### src/servo_io_regs.svh
// Summary of operation
// - input 1 is origin(1), ccw limit(2) or cw limit(3); input 2 ccw/cw limit
// - every input is filtered 1 to 50 ms; a change must hold over that many consecutive ms ticks to be seen
// - input 4 on selects manual mode, refusing execution but not teaching
// - manual mode: input 5 moves ccw, input 6 moves cw
// - direction input start moves inching distance at manual speed
// - input held past shift time turns inching into jog; early release inches only
// - jog keeps rotating while direction input stays on, stops on release
// - zero shift time skips inching and jogs at once
// - teaching stores present position into the named motion entry
// - software travel limits are off during manual mode
// - input 3 on clears alarm, servo on, status 8 while in position; off servo off, status 16
// - limit on: status 256, decelerating stop, warning code 4
// - after limit stop only motion away from that sensor is allowed
// - output 4 always shows alarm; any alarm turns the servo off
// - output mode 0: outputs 1 to 3 carry A, B and once-per-turn Z
// - encoder resolution follows setting below 3000 ppr, else held at 3000
// - output mode 1: outputs 1 to 3 each pick one of functions 0 to 10
// - in-position while present position is within window of target
// - END on completion; pause gives in-position but no END
// - entry zone on inside entry bounds, from execution to next positioning
// - zone on inside parameter bounds for every kind of operation
// - MOVE on while speed exceeds threshold
`ifndef SERVO_IO_REGS_SVH
`define SERVO_IO_REGS_SVH
`define CLK_PERIOD_NS     40
`define MS_PERIOD_NS      1000000
`define MS_TICK_CYCLES    (`MS_PERIOD_NS / `CLK_PERIOD_NS)
`define ROLE_ORIGIN       2'h1
`define ROLE_CCW_LIMIT    2'h2
`define ROLE_CW_LIMIT     2'h3
`define STAT_IN_POSITION  16'h0008
`define STAT_SERVO_OFF    16'h0010
`define STAT_OP_WARNING   16'h0100
`define WARN_LIMIT        8'h04
`define ENC_MAX_PPR       16'h0BB8
`define OUT_MODE_ABZ      1'h0
`define FN_GENERAL        4'h0
`define FN_IN_POSITION    4'h1
`define FN_WARNING        4'h2
`define FN_ENTRY_ZONE     4'h3
`define FN_ZONE           4'h4
`define FN_MOVE           4'h5
`define FN_BUSY           4'h6
`define FN_END            4'h7
`define FN_SERVO_ON       4'h8
`define FN_PUSH           4'h9
`define FN_ORIGIN_SET     4'hA
`endif

### src/servo_io_pkg.sv
package servo_io_pkg;
   typedef enum logic [1:0] {MAN_IDLE, MAN_INCH, MAN_JOG} manual_state_t;
   typedef struct packed {
      logic        start;
      logic        jog;
      logic        dir_cw;
      logic [6:0]  distance;
      logic [14:0] speed;
   } manual_cmd_t;
   typedef struct packed {
      logic        wr_en;
      logic [4:0]  index;
      logic [31:0] position;
   } teach_wr_t;
endpackage

### src/encoder_abz.sv
`timescale 1ns/1ps
`default_nettype none
`include "servo_io_regs.svh"
module encoder_abz (
   // clock and reset
   input  wire logic        clk_sys,
   input  wire logic        rst_b,
   // motor steps at configured resolution
   input  wire logic        motor_step,
   input  wire logic        motor_dir_cw,
   input  wire logic [15:0] pulses_per_rev_setting,
   // encoder phases
   output logic             enc_a,
   output logic             enc_b,
   output logic             enc_z
);
   logic [15:0] eff_res;
   logic [15:0] res;
   logic [16:0] acc_q, acc_d, acc_sum;
   logic [1:0]  ph_q, ph_d;
   logic [15:0] pos_q, pos_d;
   logic        z_q, z_d;
   logic        emit;

   assign res     = (pulses_per_rev_setting == 16'h0000) ? 16'h0001
                                                         : pulses_per_rev_setting;
   assign eff_res = (res < `ENC_MAX_PPR) ? res : `ENC_MAX_PPR;
   assign acc_sum = acc_q + {1'b0, eff_res};
   assign emit    = motor_step && (acc_sum >= {1'b0, res});

   always_comb begin
      acc_d = acc_q;
      ph_d  = ph_q;
      pos_d = pos_q;
      if (motor_step) begin
         acc_d = emit ? acc_sum - {1'b0, res} : acc_sum;
      end
      if (emit) begin
         if (motor_dir_cw) begin
            ph_d  = ph_q + 2'h1;
            pos_d = (pos_q + 16'h0001 >= eff_res) ? 16'h0000 : pos_q + 16'h0001;
         end else begin
            ph_d  = ph_q - 2'h1;
            pos_d = (pos_q == 16'h0000) ? eff_res - 16'h0001 : pos_q - 16'h0001;
         end
      end
      z_d = (pos_d == 16'h0000);
   end

   always_ff @(posedge clk_sys or negedge rst_b) begin
      if (!rst_b) begin
         acc_q <= 17'h00000;
         ph_q  <= 2'h0;
         pos_q <= 16'h0000;
         z_q   <= 1'b1;
      end else begin
         acc_q <= acc_d;
         ph_q  <= ph_d;
         pos_q <= pos_d;
         z_q   <= z_d;
      end
   end

   // gray sequence 00,01,11,10 on b,a
   assign enc_a = ph_q[0] ^ ph_q[1];
   assign enc_b = ph_q[1];
   assign enc_z = z_q;
endmodule // encoder_abz
`default_nettype wire

### src/input_filter.sv
`timescale 1ns/1ps
`default_nettype none
module input_filter (
   // clock and reset
   input  wire logic       clk_sys,
   input  wire logic       rst_b,
   // timing
   input  wire logic       ms_tick,
   input  wire logic [5:0] input_debounce_time,
   // inputs
   input  wire logic [5:0] in_raw,
   output logic      [5:0] in_filt
);
   logic [5:0] cnt_q [6];
   logic [5:0] cnt_d [6];
   logic [5:0] filt_q;
   logic [5:0] filt_d;
   logic [5:0] limit;

   assign limit   = (input_debounce_time == 6'h00) ? 6'h01 : input_debounce_time;
   assign in_filt = filt_q;

   genvar g;
   generate
      for (g = 0; g < 6; g++) begin : g_bit
         always_comb begin
            cnt_d[g]  = cnt_q[g];
            filt_d[g] = filt_q[g];
            if (in_raw[g] == filt_q[g]) begin
               cnt_d[g] = 6'h00;
            end else if (ms_tick) begin
               if (cnt_q[g] + 6'h01 >= limit) begin
                  filt_d[g] = in_raw[g];
                  cnt_d[g]  = 6'h00;
               end else begin
                  cnt_d[g] = cnt_q[g] + 6'h01;
               end
            end
         end
         always_ff @(posedge clk_sys or negedge rst_b) begin
            if (!rst_b) begin
               cnt_q[g]  <= 6'h00;
               filt_q[g] <= 1'b0;
            end else begin
               cnt_q[g]  <= cnt_d[g];
               filt_q[g] <= filt_d[g];
            end
         end
      end
   endgenerate
endmodule // input_filter
`default_nettype wire

### src/servo_io_function_logic.sv
`timescale 1ns/1ps
`default_nettype none
`include "servo_io_regs.svh"
module servo_io_function_logic #(
   parameter int MS_CYCLES = `MS_TICK_CYCLES
) (
   // clock and reset
   input  wire logic                       clk_sys,
   input  wire logic                       rst_b,
   // raw inputs 1..6 in bits 0..5
   input  wire logic [5:0]                 in_raw,
   // input settings
   input  wire logic [5:0]                 input_debounce_time,
   input  wire logic [1:0]                 input1_role_select,
   input  wire logic [1:0]                 input2_role_select,
   input  wire logic [14:0]                manual_move_speed,
   input  wire logic [6:0]                 inching_distance,
   input  wire logic [11:0]                inch_to_jog_shift_time,
   // output settings
   input  wire logic                       output_mode_select,
   input  wire logic [3:0]                 out1_function_select,
   input  wire logic [3:0]                 out2_function_select,
   input  wire logic [3:0]                 out3_function_select,
   input  wire logic [14:0]                move_speed_threshold,
   input  wire logic signed [31:0]         zone_lower_bound,
   input  wire logic signed [31:0]         zone_upper_bound,
   input  wire logic [15:0]                in_position_window,
   input  wire logic [15:0]                pulses_per_rev_setting,
   // motion core state
   input  wire logic signed [31:0]         present_position,
   input  wire logic signed [31:0]         target_position,
   input  wire logic [14:0]                present_speed,
   input  wire logic                       motor_step,
   input  wire logic                       motor_dir_cw,
   input  wire logic                       motion_start,
   input  wire logic                       motion_done,
   input  wire logic                       motion_busy,
   input  wire logic                       push_active,
   input  wire logic                       origin_set,
   input  wire logic                       alarm_event,
   input  wire logic                       status_warning,
   input  wire logic signed [31:0]         entry_zone_lower,
   input  wire logic signed [31:0]         entry_zone_upper,
   input  wire logic [2:0]                 general_out,
   // host commands
   input  wire logic                       exec_cmd_req,
   input  wire logic                       teach_cmd_req,
   input  wire logic [4:0]                 teach_index,
   output logic                            exec_cmd_accept,
   output logic                            exec_cmd_refused,
   output servo_io_pkg::teach_wr_t         teach_wr,
   // motion requests
   output servo_io_pkg::manual_cmd_t       manual_cmd,
   output logic                            manual_active,
   output logic                            soft_limit_enable,
   output logic                            limit_stop_req,
   output logic                            ccw_block,
   output logic                            cw_block,
   output logic                            origin_sensor,
   // servo and status
   output logic                            servo_on,
   output logic                            alarm_clear,
   output logic [15:0]                     status_word_reply,
   output logic [7:0]                      warn_code,
   // output pins 1..4 in bits 0..3
   output logic [3:0]                      out_pins
);
   logic [5:0]  in_filt, filt_q;
   logic        ms_tick;
   logic [14:0] tick_cnt_q, tick_cnt_d;

   // common millisecond tick
   always_comb begin
      tick_cnt_d = tick_cnt_q + 15'h0001;
      if (tick_cnt_q == 15'(MS_CYCLES - 1)) begin
         tick_cnt_d = 15'h0000;
      end
   end
   assign ms_tick = (tick_cnt_q == 15'(MS_CYCLES - 1));

   input_filter u_filter (
      .clk_sys             (clk_sys),
      .rst_b               (rst_b),
      .ms_tick             (ms_tick),
      .input_debounce_time (input_debounce_time),
      .in_raw              (in_raw),
      .in_filt             (in_filt)
   );

   logic [5:0] rise, fall;
   assign rise = in_filt & ~filt_q;
   assign fall = ~in_filt & filt_q;

   // sensor roles
   logic ccw_lim, cw_lim, lim_any_q;
   assign ccw_lim = (in_filt[0] && input1_role_select == `ROLE_CCW_LIMIT)
                 || (in_filt[1] && input2_role_select == `ROLE_CCW_LIMIT);
   assign cw_lim  = (in_filt[0] && input1_role_select == `ROLE_CW_LIMIT)
                 || (in_filt[1] && input2_role_select == `ROLE_CW_LIMIT);
   assign origin_sensor = in_filt[0] && input1_role_select == `ROLE_ORIGIN;
   assign ccw_block = ccw_lim;
   assign cw_block  = cw_lim;

   // servo, alarm and warning state
   logic servo_q, servo_d, alarm_q, alarm_d, warn_q, warn_d, clr_d, stop_d;
   always_comb begin
      servo_d = servo_q;
      alarm_d = alarm_q;
      warn_d  = warn_q;
      clr_d   = 1'b0;
      stop_d  = (ccw_lim || cw_lim) && !lim_any_q;
      if (rise[2]) begin
         servo_d = 1'b1;
         clr_d   = 1'b1;
         alarm_d = 1'b0;
         warn_d  = 1'b0;
      end else if (fall[2]) begin
         servo_d = 1'b0;
      end
      if (alarm_event) begin
         alarm_d = 1'b1;
         servo_d = 1'b0;
      end
      if (stop_d) begin
         warn_d = 1'b1;
      end
   end

   // manual mode sequencer
   servo_io_pkg::manual_state_t st_q, st_d;
   logic [11:0] shift_q, shift_d;
   logic        dir_q, dir_d, inch_d;
   logic        dir_on, go_ccw, go_cw;
   assign manual_active     = in_filt[3];
   assign soft_limit_enable = !in_filt[3];
   assign go_ccw = rise[4] && !ccw_lim;
   assign go_cw  = rise[5] && !cw_lim;
   assign dir_on = dir_q ? (in_filt[5] && !cw_lim) : (in_filt[4] && !ccw_lim);

   always_comb begin
      st_d    = st_q;
      shift_d = shift_q;
      dir_d   = dir_q;
      inch_d  = 1'b0;
      case (st_q)
         servo_io_pkg::MAN_IDLE: begin
            if (manual_active && servo_q && (go_ccw || go_cw)) begin
               dir_d   = go_cw && !go_ccw;
               shift_d = 12'h000;
               if (inch_to_jog_shift_time == 12'h000) begin
                  st_d = servo_io_pkg::MAN_JOG;
               end else begin
                  inch_d = 1'b1;
                  st_d   = servo_io_pkg::MAN_INCH;
               end
            end
         end
         servo_io_pkg::MAN_INCH: begin
            if (!dir_on || !manual_active) begin
               st_d = servo_io_pkg::MAN_IDLE;
            end else if (ms_tick) begin
               shift_d = shift_q + 12'h001;
               if (shift_q + 12'h001 >= inch_to_jog_shift_time) begin
                  st_d = servo_io_pkg::MAN_JOG;
               end
            end
         end
         servo_io_pkg::MAN_JOG: begin
            if (!dir_on || !manual_active || !servo_q) begin
               st_d = servo_io_pkg::MAN_IDLE;
            end
         end
         default: st_d = servo_io_pkg::MAN_IDLE;
      endcase
   end

   // command gating and teaching
   servo_io_pkg::teach_wr_t teach_d;
   logic acc_d, ref_d;
   always_comb begin
      acc_d = exec_cmd_req && !manual_active;
      ref_d = exec_cmd_req && manual_active;
      teach_d.wr_en    = teach_cmd_req && manual_active;
      teach_d.index    = teach_index;
      teach_d.position = present_position;
   end

   // output functions
   logic signed [32:0] pos_err;
   logic [32:0] abs_err;
   logic in_pos, zone_hit, ezone_hit, move_hit;
   logic end_q, end_d, ezv_q, ezv_d;
   logic signed [31:0] ezl_q, ezh_q, ezl_d, ezh_d;
   assign pos_err   = 33'(present_position) - 33'(target_position);
   assign abs_err   = pos_err[32] ? 33'(-pos_err) : 33'(pos_err);
   assign in_pos    = abs_err <= {17'h00000, in_position_window};
   assign zone_hit  = present_position >= zone_lower_bound
                   && present_position <= zone_upper_bound;
   assign ezone_hit = ezv_q && present_position >= ezl_q
                   && present_position <= ezh_q;
   assign move_hit  = present_speed > move_speed_threshold;

   always_comb begin
      end_d = end_q;
      ezv_d = ezv_q;
      ezl_d = ezl_q;
      ezh_d = ezh_q;
      if (motion_start) begin
         end_d = 1'b0;
         ezv_d = 1'b1;
         ezl_d = entry_zone_lower;
         ezh_d = entry_zone_upper;
      end
      if (motion_done) begin
         end_d = 1'b1;
      end
   end

   logic [10:0] fn_vec;
   logic [2:0]  user_out;
   logic        enc_a, enc_b, enc_z;
   logic [3:0]  pins_d;
   logic [3:0]  fsel [3];
   assign fsel[0] = out1_function_select;
   assign fsel[1] = out2_function_select;
   assign fsel[2] = out3_function_select;

   // shared status functions; the general bit is filled per output
   always_comb begin
      fn_vec = 11'h000;
      fn_vec[`FN_IN_POSITION] = in_pos;
      fn_vec[`FN_WARNING]     = warn_q || status_warning;
      fn_vec[`FN_ENTRY_ZONE]  = ezone_hit;
      fn_vec[`FN_ZONE]        = zone_hit;
      fn_vec[`FN_MOVE]        = move_hit;
      fn_vec[`FN_BUSY]        = motion_busy;
      fn_vec[`FN_END]         = end_q;
      fn_vec[`FN_SERVO_ON]    = servo_q;
      fn_vec[`FN_PUSH]        = push_active;
      fn_vec[`FN_ORIGIN_SET]  = origin_set;
   end

   genvar g;
   generate
      for (g = 0; g < 3; g++) begin : g_out
         logic [10:0] fn_g;
         always_comb begin
            fn_g              = fn_vec;
            fn_g[`FN_GENERAL] = general_out[g];
         end
         assign user_out[g] = (fsel[g] <= `FN_ORIGIN_SET) ? fn_g[fsel[g]]
                                                          : 1'b0;
      end
   endgenerate

   encoder_abz u_enc (
      .clk_sys                (clk_sys),
      .rst_b                  (rst_b),
      .motor_step             (motor_step),
      .motor_dir_cw           (motor_dir_cw),
      .pulses_per_rev_setting (pulses_per_rev_setting),
      .enc_a                  (enc_a),
      .enc_b                  (enc_b),
      .enc_z                  (enc_z)
   );

   always_comb begin
      pins_d[3] = alarm_q;
      if (output_mode_select == `OUT_MODE_ABZ) begin
         pins_d[2:0] = {enc_z, enc_b, enc_a};
      end else begin
         pins_d[2:0] = user_out;
      end
   end

   // registered stage
   always_ff @(posedge clk_sys or negedge rst_b) begin
      if (!rst_b) begin
         tick_cnt_q        <= 15'h0000;
         filt_q            <= 6'h00;
         lim_any_q         <= 1'b0;
         servo_q           <= 1'b0;
         alarm_q           <= 1'b0;
         warn_q            <= 1'b0;
         alarm_clear       <= 1'b0;
         limit_stop_req    <= 1'b0;
         st_q              <= servo_io_pkg::MAN_IDLE;
         shift_q           <= 12'h000;
         dir_q             <= 1'b0;
         manual_cmd        <= '0;
         exec_cmd_accept   <= 1'b0;
         exec_cmd_refused  <= 1'b0;
         teach_wr          <= '0;
         end_q             <= 1'b0;
         ezv_q             <= 1'b0;
         ezl_q             <= 32'sh0;
         ezh_q             <= 32'sh0;
         out_pins          <= 4'h0;
         status_word_reply <= `STAT_SERVO_OFF;
         warn_code         <= 8'h00;
      end else begin
         tick_cnt_q        <= tick_cnt_d;
         filt_q            <= in_filt;
         lim_any_q         <= ccw_lim || cw_lim;
         servo_q           <= servo_d;
         alarm_q           <= alarm_d;
         warn_q            <= warn_d;
         alarm_clear       <= clr_d;
         limit_stop_req    <= stop_d;
         st_q              <= st_d;
         shift_q           <= shift_d;
         dir_q             <= dir_d;
         manual_cmd.start  <= inch_d;
         manual_cmd.jog    <= (st_d == servo_io_pkg::MAN_JOG);
         manual_cmd.dir_cw <= dir_d;
         manual_cmd.distance <= inching_distance;
         manual_cmd.speed  <= manual_move_speed;
         exec_cmd_accept   <= acc_d;
         exec_cmd_refused  <= ref_d;
         teach_wr          <= teach_d;
         end_q             <= end_d;
         ezv_q             <= ezv_d;
         ezl_q             <= ezl_d;
         ezh_q             <= ezh_d;
         out_pins          <= pins_d;
         status_word_reply <= (servo_d ? (in_pos ? `STAT_IN_POSITION : 16'h0000)
                                       : `STAT_SERVO_OFF)
                            | (warn_d ? `STAT_OP_WARNING : 16'h0000);
         warn_code         <= warn_d ? `WARN_LIMIT : 8'h00;
      end
   end
   assign servo_on = servo_q;
endmodule // servo_io_function_logic
`default_nettype wire

### config.mk
export PLATFORM = sky130hd
export DESIGN_NAME = servo_io_function_logic
export DESIGN_NICKNAME = d
export VERILOG_FILES = /design/src/servo_io_pkg.sv /design/src/encoder_abz.sv /design/src/input_filter.sv /design/src/servo_io_function_logic.sv
export VERILOG_INCLUDE_DIRS = /design/src /design/src/src
export SDC_FILE = /design/constraint.sdc
export NUM_CORES = 1
export LEC_CHECK = 0
export BUFFER_PORTS_ARGS = -buffer_cell sky130_fd_sc_hd__buf_2
export CAP_MARGIN = 20
export CORE_MARGIN = 5
export CORE_UTILIZATION = 48
export DETAILED_ROUTE_END_ITERATION = 10
export GPL_ROUTABILITY_DRIVEN = 0
export PLACE_DENSITY = 0.69
export SLEW_MARGIN = 20
export SYNTH_ARGS = -nofsm -noshare
export SYNTH_HDL_FRONTEND = slang
export SYNTH_SLANG_ARGS = --single-unit
### constraint.sdc
create_clock -name clk_sys -period 12.05 [get_ports clk_sys]
set_input_delay 1.205 -clock clk_sys [delete_from_list [all_inputs] [get_ports clk_sys]]
set_output_delay 1.205 -clock clk_sys [all_outputs]
set_load 0.005 [all_outputs]
== Word-level counts from Yosys, hierarchy flattened ==
Cells that the tools add are included.
Cells by class
  add/subtract/negate cells: 17
  magnitude comparators: 22
  equal/unequal tests: 18
  multiplexer cells: 68
  bitwise logic cells: 12
  reductions and logical operators: 57
Operators with widths (count)
  6-bit 2-to-1 mux: 19
  16-bit 2-to-1 mux: 6
  32-bit greater-or-equal comparator: 2
  32-bit less-or-equal comparator: 2
  16-bit zero test: 3
  6-bit by 1-bit adder with 6-bit output, second input constant: 6
  6-bit greater-or-equal comparator: 6
  12-bit 2-to-1 mux: 3
  33-bit by 16-bit less-or-equal comparator with 1-bit output: 1
  33-bit 2-to-1 mux: 1
  33-bit negation: 1
  32-bit by 32-bit subtractor with 33-bit output: 1
  16-bit by 1-bit subtractor with 16-bit output, second input constant: 2
  12-bit case mux with 2 select lines: 1
  1-bit logical AND: 20
  1-bit 2-to-1 mux: 20
  3-bit AND reduction: 6
  2-bit nonzero test: 9
  17-bit by 16-bit adder with 17-bit output: 1
  17-bit by 16-bit greater-or-equal comparator with 1-bit output: 1
  17-bit 2-to-1 mux: 1
  17-bit by 16-bit subtractor with 17-bit output: 1
  16-bit by 1-bit adder with 16-bit output, second input constant: 1
  16-bit greater-or-equal comparator: 1
  other kinds (36): 79
Storage, ports and cells
  flip-flop bits (word level): 266
  bits of input ports: 338
  output and inout bits: 101
  logic and storage cells: 237

== Longest topological paths before layout ==
  depth after elaboration: 12
  mapped depth: 27
  depth with buffers taken out: 25

== Hierarchy ==
Synthesis repeated with hierarchy kept, for this count alone.
Unflattened totals
  cell total of the unflattened synthesis: 2674
  area, all modules: 22306.4 sq um
Modules (own cells, without submodules)
  servo_io_function_logic: times used 1, cells an instance 1672, area an instance 14091.0 sq um
  encoder_abz: times used 1, cells an instance 654, area an instance 4888.4 sq um
  input_filter: times used 1, cells an instance 348, area an instance 3326.9 sq um

== Least setup slack after synthesis ==
Ideal clock, no wire load.
  path type: input-to-reg
  start point: input pulses_per_rev_setting[13]
  end point: register u_enc.z_q (netlist: u_enc.enc_z)
  library setup time: 63 ps
  arrival time: 6731 ps
  setup slack: 5256 ps
  cell stages on the path: 24
  buffers on the path: 1
  path through: or4_1 > a21oi_2 > buf_2 > and2_1 > nand2_1 > ha_1 > a21o_1 > or2_2 > a31o_2 > a41o_1 > a21o_1 > a21oi_1 > xnor2_1 > ha_1 > or2_2 > nand4_1 > nand3b_1 > o31ai_1 > nand3_1 > mux2i_1 > o41ai_1 > a211o_1 > a2111oi_0 > and4_1
Between the ends
  longest elaborated chain between the ends: 9
Ends and longest elaborated chain
  start, declared: line servo_io_function_logic.sv:28  | input wire logic [15:0] pulses_per_rev_setting,
  16-bit zero test: line encoder_abz.sv:25  | assign res = (pulses_per_rev_setting == 16'h0000) ? 16'h0001
  16-bit 2-to-1 mux (*): line encoder_abz.sv:25
  16-bit by 12-bit less-than comparator with 1-bit output (no source line)
  16-bit 2-to-1 mux (no source line)
  17-bit by 16-bit adder with 17-bit output, or another cell as far along: line encoder_abz.sv:28  | assign acc_sum = acc_q + {1'b0, eff_res};
  17-bit by 16-bit greater-or-equal comparator with 1-bit output, or another cell as far along: line encoder_abz.sv:29  | assign emit = motor_step && (acc_sum >= {1'b0, res});
  1-bit logical AND or 16-bit 2-to-1 mux (tied branches): line encoder_abz.sv:29, encoder_abz.sv:39
  16-bit 2-to-1 mux (*): line encoder_abz.sv:38  | if (emit) begin
  net u_enc.pos_d[12]: line encoder_abz.sv:21  | logic [15:0] pos_q, pos_d;
  16-bit zero test (*): line encoder_abz.sv:47  | z_d = (pos_d == 16'h0000);
  net u_enc.z_d: line encoder_abz.sv:22  | logic z_q, z_d;
  end signal, assigned: line encoder_abz.sv:60  | z_q <= z_d;
  end, declared: line encoder_abz.sv:22
The timed path passes the listed nets; every way through them passes the cells marked *.
A chain may end at the register's enable or synchronous reset.

== Final worst setup path ==
  start point: input pulses_per_rev_setting[13]
  end point: register u_enc.z_q (netlist: u_enc.enc_z)
Between the ends
  longest elaborated chain between the ends: 9
Ends and longest elaborated chain (line)
  16-bit zero test: encoder_abz.sv:25
  16-bit 2-to-1 mux (*): encoder_abz.sv:25
  16-bit by 12-bit less-than comparator with 1-bit output (no source line)
  16-bit 2-to-1 mux (no source line)
  17-bit by 16-bit adder with 17-bit output, or another cell as far along: encoder_abz.sv:28
  17-bit by 16-bit greater-or-equal comparator with 1-bit output, or another cell as far along: encoder_abz.sv:29
  1-bit logical AND or 16-bit 2-to-1 mux (tied branches): encoder_abz.sv:29, encoder_abz.sv:39
  16-bit 2-to-1 mux (*): encoder_abz.sv:38
  16-bit zero test (*): encoder_abz.sv:47
  net u_enc.z_d: encoder_abz.sv:22
Marked as above.

==> impl_metrics.csv <==
group,metric,value,unit
run_status,status,"finished clean",
synthesis,netlist_area,0.02170,mm²
placement,port-buffer-count,418,
sta,setup_viol,0,
global_route,antenna_found_initial,8,
placement,hpwl,52850,µm
sta,setup_tns,0,ns
sta,rsz0062_at_grt,"no",
setup_path,end_kind,"register",
layout,fin_cells,3611,
routing,drc_errors,0,
clock_tree,clock_sinks,253,
synthesis,synth_cell_types,101,
sta,relSlewSlack,36.49,%
synthesis,ys_ff_latch,253,
routing,wl_met1,27900,µm
sta,hold_violations,0,
setup_path,crit_type,"in -> reg",
sta,fmax,0.1355,GHz
global_route,grt-ovfl-total,0,
clock_tree,clk_pin_slew,0.06,ns
floorplanning,rows,78,
synthesis,seq_area_frac_synth,29.19,%
power_and_ir_drop,clockPowerShare,24.6,%
layout,drive_above_1_share,17.86,%
clock_tree,cts_tree,"built",
global_route,grt_pass1_wl,106500,µm
power_and_ir_drop,p_int,2.258,mW
min_path,hold_path.class,"reg -> reg",
synthesis,async_flop_share,100.0,%
floorplanning,die_w,222.6,µm
routing,routed_wl,66500,µm
global_route,grt_pass1_vias,20580,
global_route,grt_max_degree,109,
floorplanning,core,0.04509,mm²
clock_tree,cts_setup_buffers,0,
power_and_ir_drop,p_sw,1.567,mW
routing,wire_per_inst,18.42,µm
setup_path,path_max_fanout,17,
sta,skew,0.01830,ns
layout,design_area,0.02527,mm²
power_and_ir_drop,switching_share,40.98,%
run,maxCapViolCount,0,
sta,tightest_slew,0.9527,ns
synthesis,synth_ff_type,"dfrtp_1",
routing,firstDrtPassIters,5,
routing,wl_met2,32280,µm
clock_tree,cts_buffer_depth,3,
clock_tree,h-tree-depth,1,
power_and_ir_drop,powerDensity,151.4,mW/mm²
sta,fin_crit_sh,61.23,%
routing,dr_wl_met3,4342,µm
power_and_ir_drop,combPwrFrac,48.0,%
synthesis,synth_warnings,0,
routing,vias_per_cell,5.682,
setup_path,start_kind,"input pin",
clock_tree,clk_latency,0.60,ns
placement,dpl_cell_area,0.02421,mm²
synthesis,syn_inst,2610,
sta,fin_crit,7.378,ns
sta,slew_viol_final,0,
placement,dp_cells,3552,
global_route,grtUsageTotal,25.76,%
power_and_ir_drop,sequentialPowerShare,27.4,%
layout,area_growth_syn_to_layout,16.44,%
floorplanning,pin_count,439,
setup_path,rrSetupSlack,6.45,ns
setup_path,cp.arrival,7.91,ns
power_and_ir_drop,irDropWorstVdd,0.0001945,V
setup_path,crit_required,12.58,ns
floorplanning,start_util,48.12,%
routing,top_layer_used,"met5",
clock_tree,cts-root-buf,"clkbuf_16",
power_and_ir_drop,p_leak,13.22,nW
layout,nets,3622,
synthesis,synth_edf_count,0,
clock_tree,cts_hold_buf,0,
floorplanning,die_h,222.6,µm
layout,fillers,4211,
clock_tree,cts_made_buffers,30,
routing,drt_iter0_drc,1125,
routing,routed-via-count,20520,
synthesis,syn_avg_cell_area,8.314,µm²
clock_tree,cts-resized-gates,0,
floorplanning,dieArea,0.04956,mm²
routing,ant_nets,0,
critical path: stages:
cell	delay (ns)
buf_2	0.11
or4_1	0.64
a21oi_2	0.49
and2_1	0.27
nand2_1	0.13
ha_1	0.38
a21o_1	0.22
or2_2	0.27
a31o_2	0.24
a41o_1	0.26
a21o_1	0.19
a21oi_1	0.16
xnor2_1	0.17
ha_1	0.32
or2_2	0.33
nand4_1	0.11
nand3b_1	0.10
o31ai_1	0.55
nand3_1	0.13
mux2i_1	0.44
nor2_1	0.10
buf_4	0.21
a2111oi_0	0.56
and4_1	0.30
state kept, by name, summed over array words and instances, names as in the netlist, 2 cells and up:
register and count:
u_filter.cnt_q 36, ezl_q 32, teach_wr 38, tick_cnt_q 15
st_q 2, u_enc.pos_q 16, u_filter.in_filt 6, u_enc.acc_q 17
ezh_q 32, u_enc.ph_q 2, out_pins 4, manual_cmd 24
filt_q 3, shift_q 12, status_word_reply 3
final cells by class:
type / instances / area [µm²] / area share, %
multi-input combinational: 1990 / 13890 / 54.98
clock inverter: 16 / 193.9 / 0.7676
tap: 600 / 750.7 / 2.971
antenna: 4 / 10.01 / 0.03962
clock buffer: 38 / 820.8 / 3.249
timing repair buffer: 429 / 2211 / 8.751
sequential: 253 / 6334 / 25.07
inverter: 281 / 1055 / 4.175
power by group through the flow:
| stage | Sequential [mW] | Clock, mW | Combinational, mW |
|---|---|---|---|
| after floorplan | 0.996 | 0 | 1.40 |
| after global placement | 1.06 | 0 | 1.73 |
| after detailed placement | 1.06 | 0 | 1.80 |
| after CTS | 1.04 | 0.974 | 1.80 |
| after global routing | 1.06 | 1.01 | 2.05 |
| final | 1.05 | 0.942 | 1.84 |
cell usage in the layout, fill, tap and decap left out, types with 8 or more instances in the layout:
cell / instances
nand4_1: 74
o211ai_1: 12
a21oi_1: 158
o22ai_1: 10
nor2b_1: 40
xnor2_1: 77
and2_1: 19
buf_4: 10
o21bai_1: 8
or3_1: 9
clkbuf_16: 30
clkinv_2: 8
and3_1: 18
a21o_1: 91
buf_2: 416
nand3b_1: 8
or4_1: 8
o31ai_1: 11
o21ai_0: 157
mux2_2: 14
nand2_1: 279
a31oi_1: 18
nand2b_1: 39
mux2i_1: 15
inv_1: 281
ha_1: 296
nor2_1: 157
xor2_1: 65
nor3_1: 43
nor4_1: 17
conb_1: 28
dfrtp_1: 251
a211oi_1: 13
nand3_1: 100
a211o_1: 8
o21a_1: 25
Yosys cell counts (8+ instances only):
cell type | number | area [µm²]
o22ai_1 | 10 | 62.56
clkbuf_1 | 72 | 270.3
o21a_1 | 25 | 187.7
and2_1 | 19 | 118.9
mux2i_1 | 15 | 150.1
nor3_1 | 43 | 215.2
nand3b_1 | 8 | 60.06
a21o_1 | 91 | 683.2
a21oi_1 | 158 | 790.8
or4_1 | 8 | 60.06
nor2b_1 | 40 | 250.2
a211o_1 | 8 | 70.07
nand3_1 | 100 | 500.5
a211oi_1 | 13 | 97.59
buf_4 | 26 | 195.2
o31ai_1 | 11 | 82.58
o211ai_1 | 12 | 90.09
o21bai_1 | 8 | 60.06
nor4_1 | 19 | 118.9
and3_1 | 18 | 112.6
ha_1 | 296 | 3704
buf_2 | 9 | 45.04
nand2_1 | 279 | 1047
nand2b_1 | 39 | 244.0
nor2_1 | 157 | 589.3
o21ai_0 | 157 | 785.8
a31oi_1 | 18 | 112.6
mux2_2 | 14 | 157.7
or3_1 | 9 | 56.30
xor2_1 | 65 | 569.3
xnor2_1 | 77 | 674.4
nand4_1 | 74 | 462.9
dfrtp_1 | 251 | 6281
inv_1 | 281 | 1055
routing by layer:
layer,up-vias,GRT usage [%]
met5,-,0
met4,6,7.391
met3,127,3.871
met2,726,45.01
met1,9732,33.22
li1,9927,-
through the flow:
| step | power (mW) | utilization [%] | hold slack [ns] | setup WS, ns |
|---|---|---|---|---|
| floorplan | 2.400 | - | 0.3543 | 5.256 |
| global placement | 2.787 | 53.68 | 0.3646 | 4.391 |
| detailed placement | 2.854 | 53.69 | 0.3797 | 4.265 |
| CTS | 3.823 | 55.94 | 0.3937 | 4.887 |
| global route | 4.117 | 56.03 | 0.3987 | 4.300 |
| finish | 3.825 | 56.04 | 0.3874 | 4.672 |
cell families (layout without fill, tap and decap cells):
family          count (synthesis)  count (layout)  share of synthesized area [%]
compound gates                632             632                          19.10
fa+ha+maj                     301             301                          17.44
simple gates                  856             856                          19.55
mux                            29              29                          1.418
flops                         253             253                          29.19
buf+inv                       393             764                          7.335
xor+xnor                      144             144                          5.934
other cells                     2              32                        0.03461
path summary, 6_finish.rpt:
kind                                            start                    endpoint  depth (start not counted)
max reg2reg                u_enc.acc_q[0]$_DFFE_PN0P_       u_enc.enc_z$_DFF_PN1_                         21
max                        pulses_per_rev_setting[13]       u_enc.enc_z$_DFF_PN1_                         24
min reg2reg                       alarm_q$_DFFE_PN0P_       out_pins[3]$_DFF_PN0_                          0
max in group asynchronous                       rst_b    manual_cmd[10]$_DFF_PN0_                          2
min                               alarm_q$_DFFE_PN0P_       out_pins[3]$_DFF_PN0_                          0
min in group asynchronous                       rst_b  u_enc.acc_q[4]$_DFFE_PN0P_                          1
Power figures use the tool's default switching activity.
